[config.mk]
export PLATFORM = sky130hd
export DESIGN_NAME = otp_host
export DESIGN_NICKNAME = d
export VERILOG_FILES = /design/src/otp_pkg.sv /design/src/otp_sync.sv /design/src/otp_host.sv
export SDC_FILE = /design/constraint.sdc
export NUM_CORES = 1
export LEC_CHECK = 0
export BUFFER_PORTS_ARGS = -buffer_cell sky130_fd_sc_hd__buf_2
export CORE_ASPECT_RATIO = 2
export CORE_MARGIN = 2
export CORE_UTILIZATION = 55
export DETAILED_ROUTE_END_ITERATION = 16
export GPL_ROUTABILITY_DRIVEN = 0
export PLACE_DENSITY = 0.83
export SLEW_MARGIN = 20
export SYNTH_ARGS = -nofsm -noshare
export SYNTH_HDL_FRONTEND = slang
export SYNTH_HIERARCHICAL = 1
export SYNTH_SLANG_ARGS = --single-unit
[constraint.sdc]
create_clock -name core_clk -period 3.78 [get_ports core_clk]
set_input_delay 0 -clock core_clk [delete_from_list [all_inputs] [get_ports core_clk]]
set_output_delay 0 -clock core_clk [all_outputs]
set_load 0.005 [all_outputs]
[src/otp_pkg.sv]
// package: constants for the byte-wide otp rom access controller
// How it works
// - read: chip select and output gate low, normal supply; device drives
// - output gate may lag chip select by access minus gate delay
// - program: high supply, gate high, stable data, pulse chip select
// - program pulse lasts 95 to 105 us, nominal 100
// - up to ten 100 us pulses, verify after each, stop on pass
// - verify: high supply, chip select high, gate low; device drives
// - identity: high voltage on line, enables low; bit 0 picks byte
// - first pulse width within plus or minus 5 percent of nominal
package otp_pkg;
  localparam int ADDR_W = 15;
  localparam int DATA_W = 8;
  localparam int CLK_PERIOD_PS = 10000;
  localparam int ACCESS_NS = 90;
  localparam int GATE_NS = 40;
  localparam int FLOAT_NS = 30;
  localparam int PULSE_US = 100;
  localparam int SETUP_US = 2;
  localparam int MAX_PULSES = 10;
  localparam int IDENT_LINE_BIT = 9;
  // least times round up
  localparam int ACCESS_CYC = (ACCESS_NS * 1000 + CLK_PERIOD_PS - 1)
    / CLK_PERIOD_PS + 1;
  localparam int FLOAT_CYC = (FLOAT_NS * 1000 + CLK_PERIOD_PS - 1)
    / CLK_PERIOD_PS + 1;
  localparam int PULSE_CYC = (PULSE_US * 1000000) / CLK_PERIOD_PS;
  localparam int SETUP_CYC = (SETUP_US * 1000000 + CLK_PERIOD_PS - 1)
    / CLK_PERIOD_PS;
  localparam int CNT_W = 16;
  localparam logic [1:0] OP_READ = 2'h0;
  localparam logic [1:0] OP_PROG = 2'h1;
  localparam logic [1:0] OP_IDENT = 2'h2;
  typedef enum logic [7:0] {
    ST_IDLE = 8'h01,
    ST_SETUP = 8'h02,
    ST_ACCESS = 8'h04,
    ST_PULSE = 8'h08,
    ST_VSETUP = 8'h10,
    ST_VERIFY = 8'h20,
    ST_FLOAT = 8'h40,
    ST_DONE = 8'h80
  } otp_state_t;
endpackage

[src/otp_sync.sv]
// three-stage input synchroniser, accepted when stages two and three agree
`timescale 1ns/1ps
`default_nettype none
module otp_sync #(
  parameter int W = 8
) (
  input wire logic core_clk,
  input wire logic rst_n,
  input wire logic [W-1:0] async_in,
  output logic [W-1:0] sync_out
);
  logic [W-1:0] s1_q;
  logic [W-1:0] s2_q;
  logic [W-1:0] s3_q;
  logic [W-1:0] out_q;
  wire logic [W-1:0] agree = ~(s2_q ^ s3_q);
  always_ff @(posedge core_clk or negedge rst_n)
  begin
    if (!rst_n)
    begin
      s1_q <= '0;
      s2_q <= '0;
      s3_q <= '0;
      out_q <= '0;
    end
    else
    begin
      s1_q <= async_in;
      s2_q <= s1_q;
      s3_q <= s2_q;
      out_q <= (agree & s3_q) | (~agree & out_q);
    end
  end
  assign sync_out = out_q;
endmodule
`default_nettype wire

[src/otp_host.sv]
// host controller driving the otp rom pins for read, identity and program
`timescale 1ns/1ps
`default_nettype none
module otp_host #(
  parameter int PULSE_CYCLES = otp_pkg::PULSE_CYC,
  parameter int SETUP_CYCLES = otp_pkg::SETUP_CYC,
  parameter int MAX_TRIES = otp_pkg::MAX_PULSES
) (
  input wire logic core_clk,
  input wire logic rst_n,
  input wire logic req_valid,
  input wire logic [1:0] req_op,
  input wire logic [otp_pkg::ADDR_W-1:0] req_addr,
  input wire logic [otp_pkg::DATA_W-1:0] req_wdata,
  output logic req_ready,
  output logic rsp_valid,
  output logic [otp_pkg::DATA_W-1:0] rsp_rdata,
  output logic rsp_fail,
  output logic [3:0] rsp_pulses,
  output logic [otp_pkg::ADDR_W-1:0] byte_address,
  output logic identity_select_line,
  output logic chip_select_n,
  output logic output_gate_n,
  output logic prog_supply_high,
  output logic [otp_pkg::DATA_W-1:0] data_pins_o,
  output logic data_pins_oe,
  input wire logic [otp_pkg::DATA_W-1:0] data_pins_i
);
  // ==========================================================
  // parameter checks
  // ==========================================================
  if (PULSE_CYCLES < 1 || PULSE_CYCLES >= (1 << otp_pkg::CNT_W))
  begin : g_bad_pulse
    $error("pulse cycles out of range");
  end
  if (SETUP_CYCLES < 1 || SETUP_CYCLES >= (1 << otp_pkg::CNT_W))
  begin : g_bad_setup
    $error("setup cycles out of range");
  end
  if (MAX_TRIES < 1 || MAX_TRIES > 15)
  begin : g_bad_tries
    $error("try count out of range");
  end

  // ==========================================================
  // input sampling
  // ==========================================================
  logic [otp_pkg::DATA_W-1:0] rd_sync;
  otp_sync #(.W(otp_pkg::DATA_W)) u_sync (
    .core_clk(core_clk),
    .rst_n(rst_n),
    .async_in(data_pins_i),
    .sync_out(rd_sync)
  );
  // sampling adds sync latency on top of access time
  localparam int SYNC_LAT = 4;

  // ==========================================================
  // state and datapath
  // ==========================================================
  otp_pkg::otp_state_t st_q, st_d;
  logic [otp_pkg::CNT_W-1:0] cnt_q, cnt_d;
  logic [3:0] tries_q, tries_d;
  logic [1:0] op_q;
  logic [otp_pkg::DATA_W-1:0] wdata_q;

  function automatic logic [otp_pkg::CNT_W-1:0] cyc(input int n);
    cyc = otp_pkg::CNT_W'(n - 1);
  endfunction

  wire logic cnt_zero = (cnt_q == '0);
  // every bit matters: stored byte must equal wanted byte
  wire logic verify_ok = (rd_sync == wdata_q);
  wire logic tries_left = (tries_q < 4'(MAX_TRIES));
  wire logic take = req_valid && (st_q == otp_pkg::ST_IDLE);

  always_comb
  begin
    st_d = st_q;
    cnt_d = cnt_zero ? cnt_q : cnt_q - 1'b1;
    tries_d = tries_q;
    case (st_q)
      otp_pkg::ST_IDLE:
        if (take)
        begin
          tries_d = '0;
          if (req_op == otp_pkg::OP_PROG)
          begin
            st_d = otp_pkg::ST_SETUP;
            cnt_d = cyc(SETUP_CYCLES);
          end
          else
          begin
            st_d = otp_pkg::ST_ACCESS;
            cnt_d = cyc(otp_pkg::ACCESS_CYC + SYNC_LAT);
          end
        end
      otp_pkg::ST_ACCESS:
        if (cnt_zero)
        begin
          st_d = otp_pkg::ST_FLOAT;
          cnt_d = cyc(otp_pkg::FLOAT_CYC);
        end
      otp_pkg::ST_SETUP:
        if (cnt_zero)
        begin
          st_d = otp_pkg::ST_PULSE;
          cnt_d = cyc(PULSE_CYCLES);
          tries_d = tries_q + 4'h1;
        end
      otp_pkg::ST_PULSE:
        if (cnt_zero)
        begin
          st_d = otp_pkg::ST_VSETUP;
          cnt_d = cyc(SETUP_CYCLES);
        end
      otp_pkg::ST_VSETUP:
        if (cnt_zero)
        begin
          st_d = otp_pkg::ST_VERIFY;
          cnt_d = cyc(otp_pkg::ACCESS_CYC + SYNC_LAT);
        end
      otp_pkg::ST_VERIFY:
        if (cnt_zero)
        begin
          if (verify_ok || !tries_left)
          begin
            st_d = otp_pkg::ST_FLOAT;
            cnt_d = cyc(otp_pkg::FLOAT_CYC);
          end
          else
          begin
            st_d = otp_pkg::ST_SETUP;
            cnt_d = cyc(SETUP_CYCLES);
          end
        end
      otp_pkg::ST_FLOAT:
        if (cnt_zero)
          st_d = otp_pkg::ST_DONE;
      otp_pkg::ST_DONE:
        st_d = otp_pkg::ST_IDLE;
      default:
        st_d = otp_pkg::ST_IDLE;
    endcase
  end

  // ==========================================================
  // pin decode
  // ==========================================================
  wire logic is_prog = (op_q == otp_pkg::OP_PROG);
  wire logic in_prog_seq = (st_q == otp_pkg::ST_SETUP) ||
    (st_q == otp_pkg::ST_PULSE) || (st_q == otp_pkg::ST_VSETUP) ||
    (st_q == otp_pkg::ST_VERIFY);
  // chip select low for read/identity access, or during a program pulse
  wire logic cs_n_d = !((st_q == otp_pkg::ST_ACCESS) ||
    (st_d == otp_pkg::ST_ACCESS) || (st_d == otp_pkg::ST_PULSE));
  // gate low for read access and verify; high while programming
  wire logic og_n_d = !((st_d == otp_pkg::ST_ACCESS) ||
    (st_d == otp_pkg::ST_VERIFY));
  // high supply only from a program take to its done, never on a read take
  wire logic vpp_d = (is_prog && (in_prog_seq ||
    (st_q == otp_pkg::ST_FLOAT))) ||
    (take && req_op == otp_pkg::OP_PROG);
  // drive data only while gate is high and programming
  wire logic drv_d = (st_d == otp_pkg::ST_SETUP) ||
    (st_d == otp_pkg::ST_PULSE);
  wire logic done_d = (st_q == otp_pkg::ST_FLOAT) && cnt_zero;
  wire logic capture = (st_q == otp_pkg::ST_ACCESS ||
    st_q == otp_pkg::ST_VERIFY) && cnt_zero;

  always_ff @(posedge core_clk or negedge rst_n)
  begin
    if (!rst_n)
    begin
      st_q <= otp_pkg::ST_IDLE;
      cnt_q <= '0;
      tries_q <= '0;
      op_q <= otp_pkg::OP_READ;
      wdata_q <= '1;
      byte_address <= '0;
      identity_select_line <= 1'b0;
      chip_select_n <= 1'b1;
      output_gate_n <= 1'b1;
      prog_supply_high <= 1'b0;
      data_pins_o <= '1;
      data_pins_oe <= 1'b0;
      req_ready <= 1'b0;
      rsp_valid <= 1'b0;
      rsp_rdata <= '0;
      rsp_fail <= 1'b0;
      rsp_pulses <= '0;
    end
    else
    begin
      st_q <= st_d;
      cnt_q <= cnt_d;
      tries_q <= tries_d;
      if (take)
      begin
        op_q <= req_op;
        wdata_q <= req_wdata;
        byte_address <= req_addr;
        // identity: high voltage on the line, bit 0 picks code byte
        identity_select_line <= (req_op == otp_pkg::OP_IDENT);
      end
      chip_select_n <= cs_n_d;
      output_gate_n <= og_n_d;
      prog_supply_high <= vpp_d;
      data_pins_o <= wdata_q;
      data_pins_oe <= drv_d;
      req_ready <= (st_d == otp_pkg::ST_IDLE);
      rsp_valid <= done_d;
      if (capture)
        rsp_rdata <= rd_sync;
      if (done_d)
      begin
        rsp_fail <= is_prog && (rsp_rdata != wdata_q);
        rsp_pulses <= tries_q;
      end
    end
  end
endmodule
`default_nettype wire

==> results of run 1 <==
[placed cells by master, fill, tap and decap left out, types with 6 or more instances in the layout]
| cell | count |
|---|---|
| o21ai_0 | 20 |
| or3_1 | 8 |
| nor4_1 | 12 |
| dfstp_2 | 19 |
| o211ai_1 | 6 |
| a21oi_1 | 8 |
| nand3_1 | 8 |
| inv_1 | 8 |
| maj3_2 | 8 |
| xnor2_1 | 12 |
| dfrtp_1 | 94 |
| mux2_2 | 15 |
| nor3_1 | 7 |
| clkbuf_1 | 6 |
| nand2_1 | 96 |
| xor2_1 | 22 |
| nand4_1 | 7 |
| clkbuf_16 | 17 |
| dlygate4sd3_1 | 34 |
| buf_2 | 77 |
| nor2_1 | 25 |
[per-layer routing]
| metal | global-route usage | wire (µm) | up-vias |
|---|---|---|---|
| li1 | - | - | 1730 |
| met1 | 0.2809 | 4088 | 1820 |
| met2 | 0.4587 | 6119 | 187 |
| met3 | 0.07561 | 712 | 65 |
| met4 | 0.1784 | 720 | 0 |
| met5 | 0 | 0 | - |
[cell families (layout without fill, tap and decap cells)]
kind of cell / after synthesis / count (layout)
DFF: 113 / 113
and+or+nand+nor: 187 / 187
xor gates and xnor gates: 34 / 34
muxes: 15 / 15
AOI/OAI and AO/OA: 52 / 52
buffers and inverters: 25 / 155
adders and majority gates: 11 / 11
[worst max-delay path: stages (launching register included)]
cell and delay (ps):
dfrtp_1 390, inv_1 80, ha_1 190, or3b_2 500
or4_1 680, nor2_8 290, inv_4 130, nor2_4 210
mux2_2 370
[per-stage QoR]
step | std cells | hold slack, ps | util | total power, mW | worst slack, ps
after floorplan | 437 | -295.6 | - | 2.683 | 1255
after global placement | 601 | 107.9 | 0.6147 | 3.094 | 984.7
after detailed placement | 601 | 109.7 | 0.6147 | 3.164 | 894.2
after CTS | 667 | 3.485 | 0.7161 | 4.610 | 843.3
after global routing | 667 | 62.27 | 0.7165 | 4.879 | 708.0
final | 667 | 34.61 | 0.7165 | 4.623 | 818.8
[power by group]
group	switching (mW)	leakage, nW	internal [mW]
sequential	0.274	1.39	1.60
combinational	0.793	1.34	0.557
clock	0.519	0.254	0.882
total	1.59	2.98	3.04
[final cells by class]
class	count	area, µm²
Sequential cell	113	2851
Fill cell	587	2417
Multi-Input combinational cell	299	1822
Timing Repair Buffer	114	752.0
Clock buffer	26	489.2
Tap cell	100	125.1
Inverter	9	36.28
Clock inverter	6	35.03
[state kept, by name, indices dropped and copies added, names as in the netlist, named ones only]
signal	flops
rsp_valid	1
u_sync/s1_q	8
identity_select_line	1
rsp_pulses	4
rsp_fail	1
data_pins_oe	1
st_q	8
output_gate_n	1
op_q	2
rsp_rdata	8
prog_supply_high	1
byte_address	15
u_sync/s2_q	8
wdata_q	8
chip_select_n	1
req_ready	1
cnt_q	16
data_pins_o	8
u_sync/s3_q	8
tries_q	4
[worst max-delay path by stage]
stage	startpoint	endpoint	depth (start not counted)
2_1_floorplan	cnt_q[0]	cnt_q[0]	11
3_3_place_gp	cnt_q[0]	rsp_pulses[0]	8
3_5_place_dp	cnt_q[0]	rsp_pulses[0]	8
4_1_cts	cnt_q[0]	rsp_pulses[2]	8
5_1_grt	cnt_q[0]	rsp_pulses[3]	8
6_report	cnt_q[0]	rsp_pulses[2]	8
==> reports/qor.yml, run 1 <==
yosysSeqAreaShare: 0.5963
p_per_area_nw_per_um2: 756.5
cp-end-kind: "register"
drc_errors: 0
die-height_um: 135.9
vias: 3802
synthMuxAreaShare: 0.03532
synth_top_family_by_area: "simple AND/OR/NAND/NOR gates"
max_freq_ghz: 0.3377
io_pins: 79
netlist_top_cells_count: "nand2_1 (96), dfrtp_1 (94), nor2_1 (26)"
worstSetupPathType: "register to register"
synth_edf_count: 0
cts_sinks: 113
dp_hpwl_um: 7629
yosys-top-cells-area: "dfrtp_1 (49%), dfstp_2 (10%), nand2_1 (7.5%)"
ys_ff_latch: 113
synth_adder_area_share: 0.02669
row_count: 48
ctsHoldBuffers: 34
worstReg2RegEnd: "rsp_pulses[2]"
fin_setup_tns_ps: 0
dr.pass1.iters: 8
crit_fanout: 15
worstMarginPinSlew_ps: 1077
dpl_cell_area_um2: 5243
p_leak_nw: 2.983
num_antenna_cells: 0
ctsResizeCount: 0
nets: 593
maxSlewViolCount: 0
syn-num-nets: 476
antenna_found_initial: 0
reg2reg_depth: 8
synth-simple-area-share: 0.1866
holdPathStages: 4
synth_cell_types: 49
cts_buffer_depth: 2
holdPathEnd: "st_q[4]"
ys_warn_count: 6
worstPathArrival_ps: 3250
cts_buffers: 17
synth_compound_area_frac: 0.06960
hold_path.startpoint: "req_valid"
grt-ovfl-total: 0
r2r_slack_ps: 820
vias_per_cell: 5.700
irDropWorstVdd_v: 0.0005684
dieArea_um2: 9502
finalClockSkew_ps: 9.271
drive_above_1_share: 0.2840
hold_class: "input port to register"
cts_tree: "yes"
clk_pin_slew_worst_paths_ps: 50
numPortBuffers: 78
synth.avg_cell_area_um2: 10.94
htree_levels: 4
grt_max_degree: 89
r2r_start: "cnt_q[0]"
synthCells: 437
floorplan.initialDensity: 0.5607
fin_crit_sh: 0.7834
drv_cap: 0
required_ps: 4070
status: "finished clean"
track_usage: 0.2671
synth_xor_area_frac: 0.06227
stdcell_area_um2: 6111
ant_nets: 0
wl_per_cell_um: 17.45
synth_top_area_frac: 0.4919
async_flop_share: 1.000
postCtsSetupBuffers: 0
rsz0062_at_grt: "false"
start_kind: "register"
grt_pass1_vias: 4043
core_area_um2: 8528
clk_latency_ps: 410
area_delta_synth_final_pct: 27.79
drt_first_iter_violations: 505
wirelength_um: 11640
grt_pass1_wl_um: 19350
synth_top_area_cell: "dfrtp_1"
final_hold_viol_count: 0
relSlewSlack: 0.2720
setup_viol: 0
root_buffer: "clkbuf_16"
synthesis.area_um2: 4782
die_w_um: 69.94
min_period_ps: 2961
synth.most_common_cell: "nand2_1"
synth_ff_type: "dfrtp_1"
(Power assumes the default switching activity.)
==> run 2, diff against run 1 <==
--- a/config.mk
+++ b/config.mk
@@ -8,10 +8,10 @@
 export BUFFER_PORTS_ARGS = -buffer_cell sky130_fd_sc_hd__buf_2
 export CORE_ASPECT_RATIO = 2
 export CORE_MARGIN = 2
-export CORE_UTILIZATION = 55
+export CORE_UTILIZATION = 50
 export DETAILED_ROUTE_END_ITERATION = 16
 export GPL_ROUTABILITY_DRIVEN = 0
-export PLACE_DENSITY = 0.83
+export PLACE_DENSITY = 0.8
 export SLEW_MARGIN = 20
 export SYNTH_ARGS = -nofsm -noshare
 export SYNTH_HDL_FRONTEND = slang
==> constraint.sdc (replaced) <==
create_clock -name core_clk -period 2.4 [get_ports core_clk]
set_input_delay 0 -clock core_clk [delete_from_list [all_inputs] [get_ports core_clk]]
set_output_delay 0 -clock core_clk [all_outputs]
set_load 0.005 [all_outputs]
==> run 2 against run 1 <==
  * The flow now finishes with violations (setup timing)
  * Count of clock-buffer cells in the layout down 5
  * Maximum frequency up 22%
  * Design area up 8.2%
  * Flip-flop and latch count unchanged
  * Via count up 8.2%
  * First-iteration DRC count down 11%
  * Largest cell class unchanged
  * Highest routed layer unchanged
  * Hold slack better by 16 ps
  * Sequential power up 58%
  * Cell count up 6.3%
  * Critical path type unchanged
  * Clock skew down 2.9 ps
==> reports/qor.yml, run 2 (synthesis results as in run 1) <==
die-height_um: 142.3
grt_pass1_wl_um: 21680
max_freq_ghz: 0.4117
required_ps: 2740
dieArea_um2: 10410
cts_tree: "yes"
grt-ovfl-total: 0
drive_above_1_share: 0.3554
root_buffer: "clkbuf_16"
holdWs_ps: 50.53
finalClockSkew_ps: 6.402
numPortBuffers: 78
clk_latency_ps: 410
status: "finished, violations left"
io_pins: 79
area_delta_synth_final_pct: 38.28
crit_fanout: 4
maxSlewViolCount: 0
row_count: 50
ant_nets: 0
rsz0062_at_grt: "true"
cts_buffers: 17
fin_cells: 709
largestRegisters: "cnt_q x16, byte_address x15"
htree_levels: 4
nets: 631
pre_cts_ws_ps: -83.83
relSlewSlack: 0.4494
p_leak_nw: 3.247
hold_class: "input port to register"
antenna_found_initial: 0
dp_hpwl_um: 8259
grt_pass1_vias: 4323
fin_ws_ps: -29.08
fin_crit_sh: 1.012
core_area_um2: 9321
dr.pass1.iters: 5
vias_per_cell: 5.801
total_power_mw: 8.250
track_usage: 0.2800
final_common_cell: "nand2_1"
setup_viol: 2
cts_buffer_depth: 2
drv_cap: 0
dpl_cell_area_um2: 5527
start_kind: "register"
drt_first_iter_violations: 449
drc_errors: 0
floorplan.initialDensity: 0.5130
final_hold_viol_count: 0
largest_reg_flops: 16
num_antenna_cells: 0
wirelength_um: 13460
dp_cells: 636
worstMarginPinSlew_ps: 818.4
final_cell_mix: "nand2_1 (95), dfrtp_1 (94), buf_2 (77), buf_4 (36), dlygate4sd3_1 (34)"
largest-register: "cnt_q"
grt_max_degree: 70
clk_pin_slew_worst_paths_ps: 50
vias: 4113
p_per_area_nw_per_um2: 1248
cts_sinks: 113
wl_per_cell_um: 18.98
min_period_ps: 2429
irDropWorstVdd_v: 0.0008516
worstSetupPathType: "register to register"
cp-end-kind: "register"
violations: "setup timing"
stdcell_area_um2: 6613
worstPathArrival_ps: 2770
die_w_um: 73.15
==> run 2: layer usage <==
| metal | global-route usage | routed length (µm) |
|---|---|---|
| met1 | 0.3074 | 4685 |
| met2 | 0.4770 | 7145 |
| met3 | 0.07507 | 802 |
| met4 | 0.1530 | 825 |
| met5 | 0 | 0 |
==> run 2: worst max-delay path: stages (launching register included) <==
cell     delay, ps
dfrtp_1        380
or4_4          550
or4_4          540
buf_6          160
o21ai_4        180
or3_4          160
mux2_4         300
nor2_2          80
==> run 2: final cells by class <==
type	instances	area, µm²
sequential	113	2851
fill	566	2709
multi-input combinational	299	1926
timing repair buffer	152	1079
clock buffer	21	460.4
clock inverter	11	130.1
tap	104	130.1
inverter	9	36.28
==> run 2: report_power, final <==
group	internal [mW]	total [mW]	switching, mW
Clock	1.59	2.48	0.890
Combinational	1.24	2.81	1.57
Sequential	2.52	2.96	0.445
Total	5.34	8.25	2.91
==> run 2: final timing paths <==
path	start	cells past startpoint	endpoint	slack, ps
max in group asynchronous	rst_n	3	data_pins_o[3]	1460
max reg2reg	cnt_q[7]	7	cnt_q[9]	-30
min	req_valid	4	st_q[5]	50
min reg2reg	u_sync/s1_q[7]	0	u_sync/s2_q[7]	340
max	cnt_q[7]	7	cnt_q[9]	-30
min in group asynchronous	rst_n	2	data_pins_oe	130
==> run 2: timing repair <==
item	4_1_cts	5_1_grt
hold buffers	34	0
setup buffers	5	2
endpoints found under the hold margin	78	0
endpoints found under the setup margin	27	35
pin swaps	8	9
gates resized for setup	12	9
==> run 2: per-stage QoR <==
step / util / TNS [ps]
2_1_floorplan: - / 0
3_3_place_gp: 0.5929 / -225.3
3_5_place_dp: 0.5929 / -1167
4_1_cts: 0.7042 / -390.9
5_1_grt: 0.7094 / -706.5
6_report: 0.7094 / -35.16
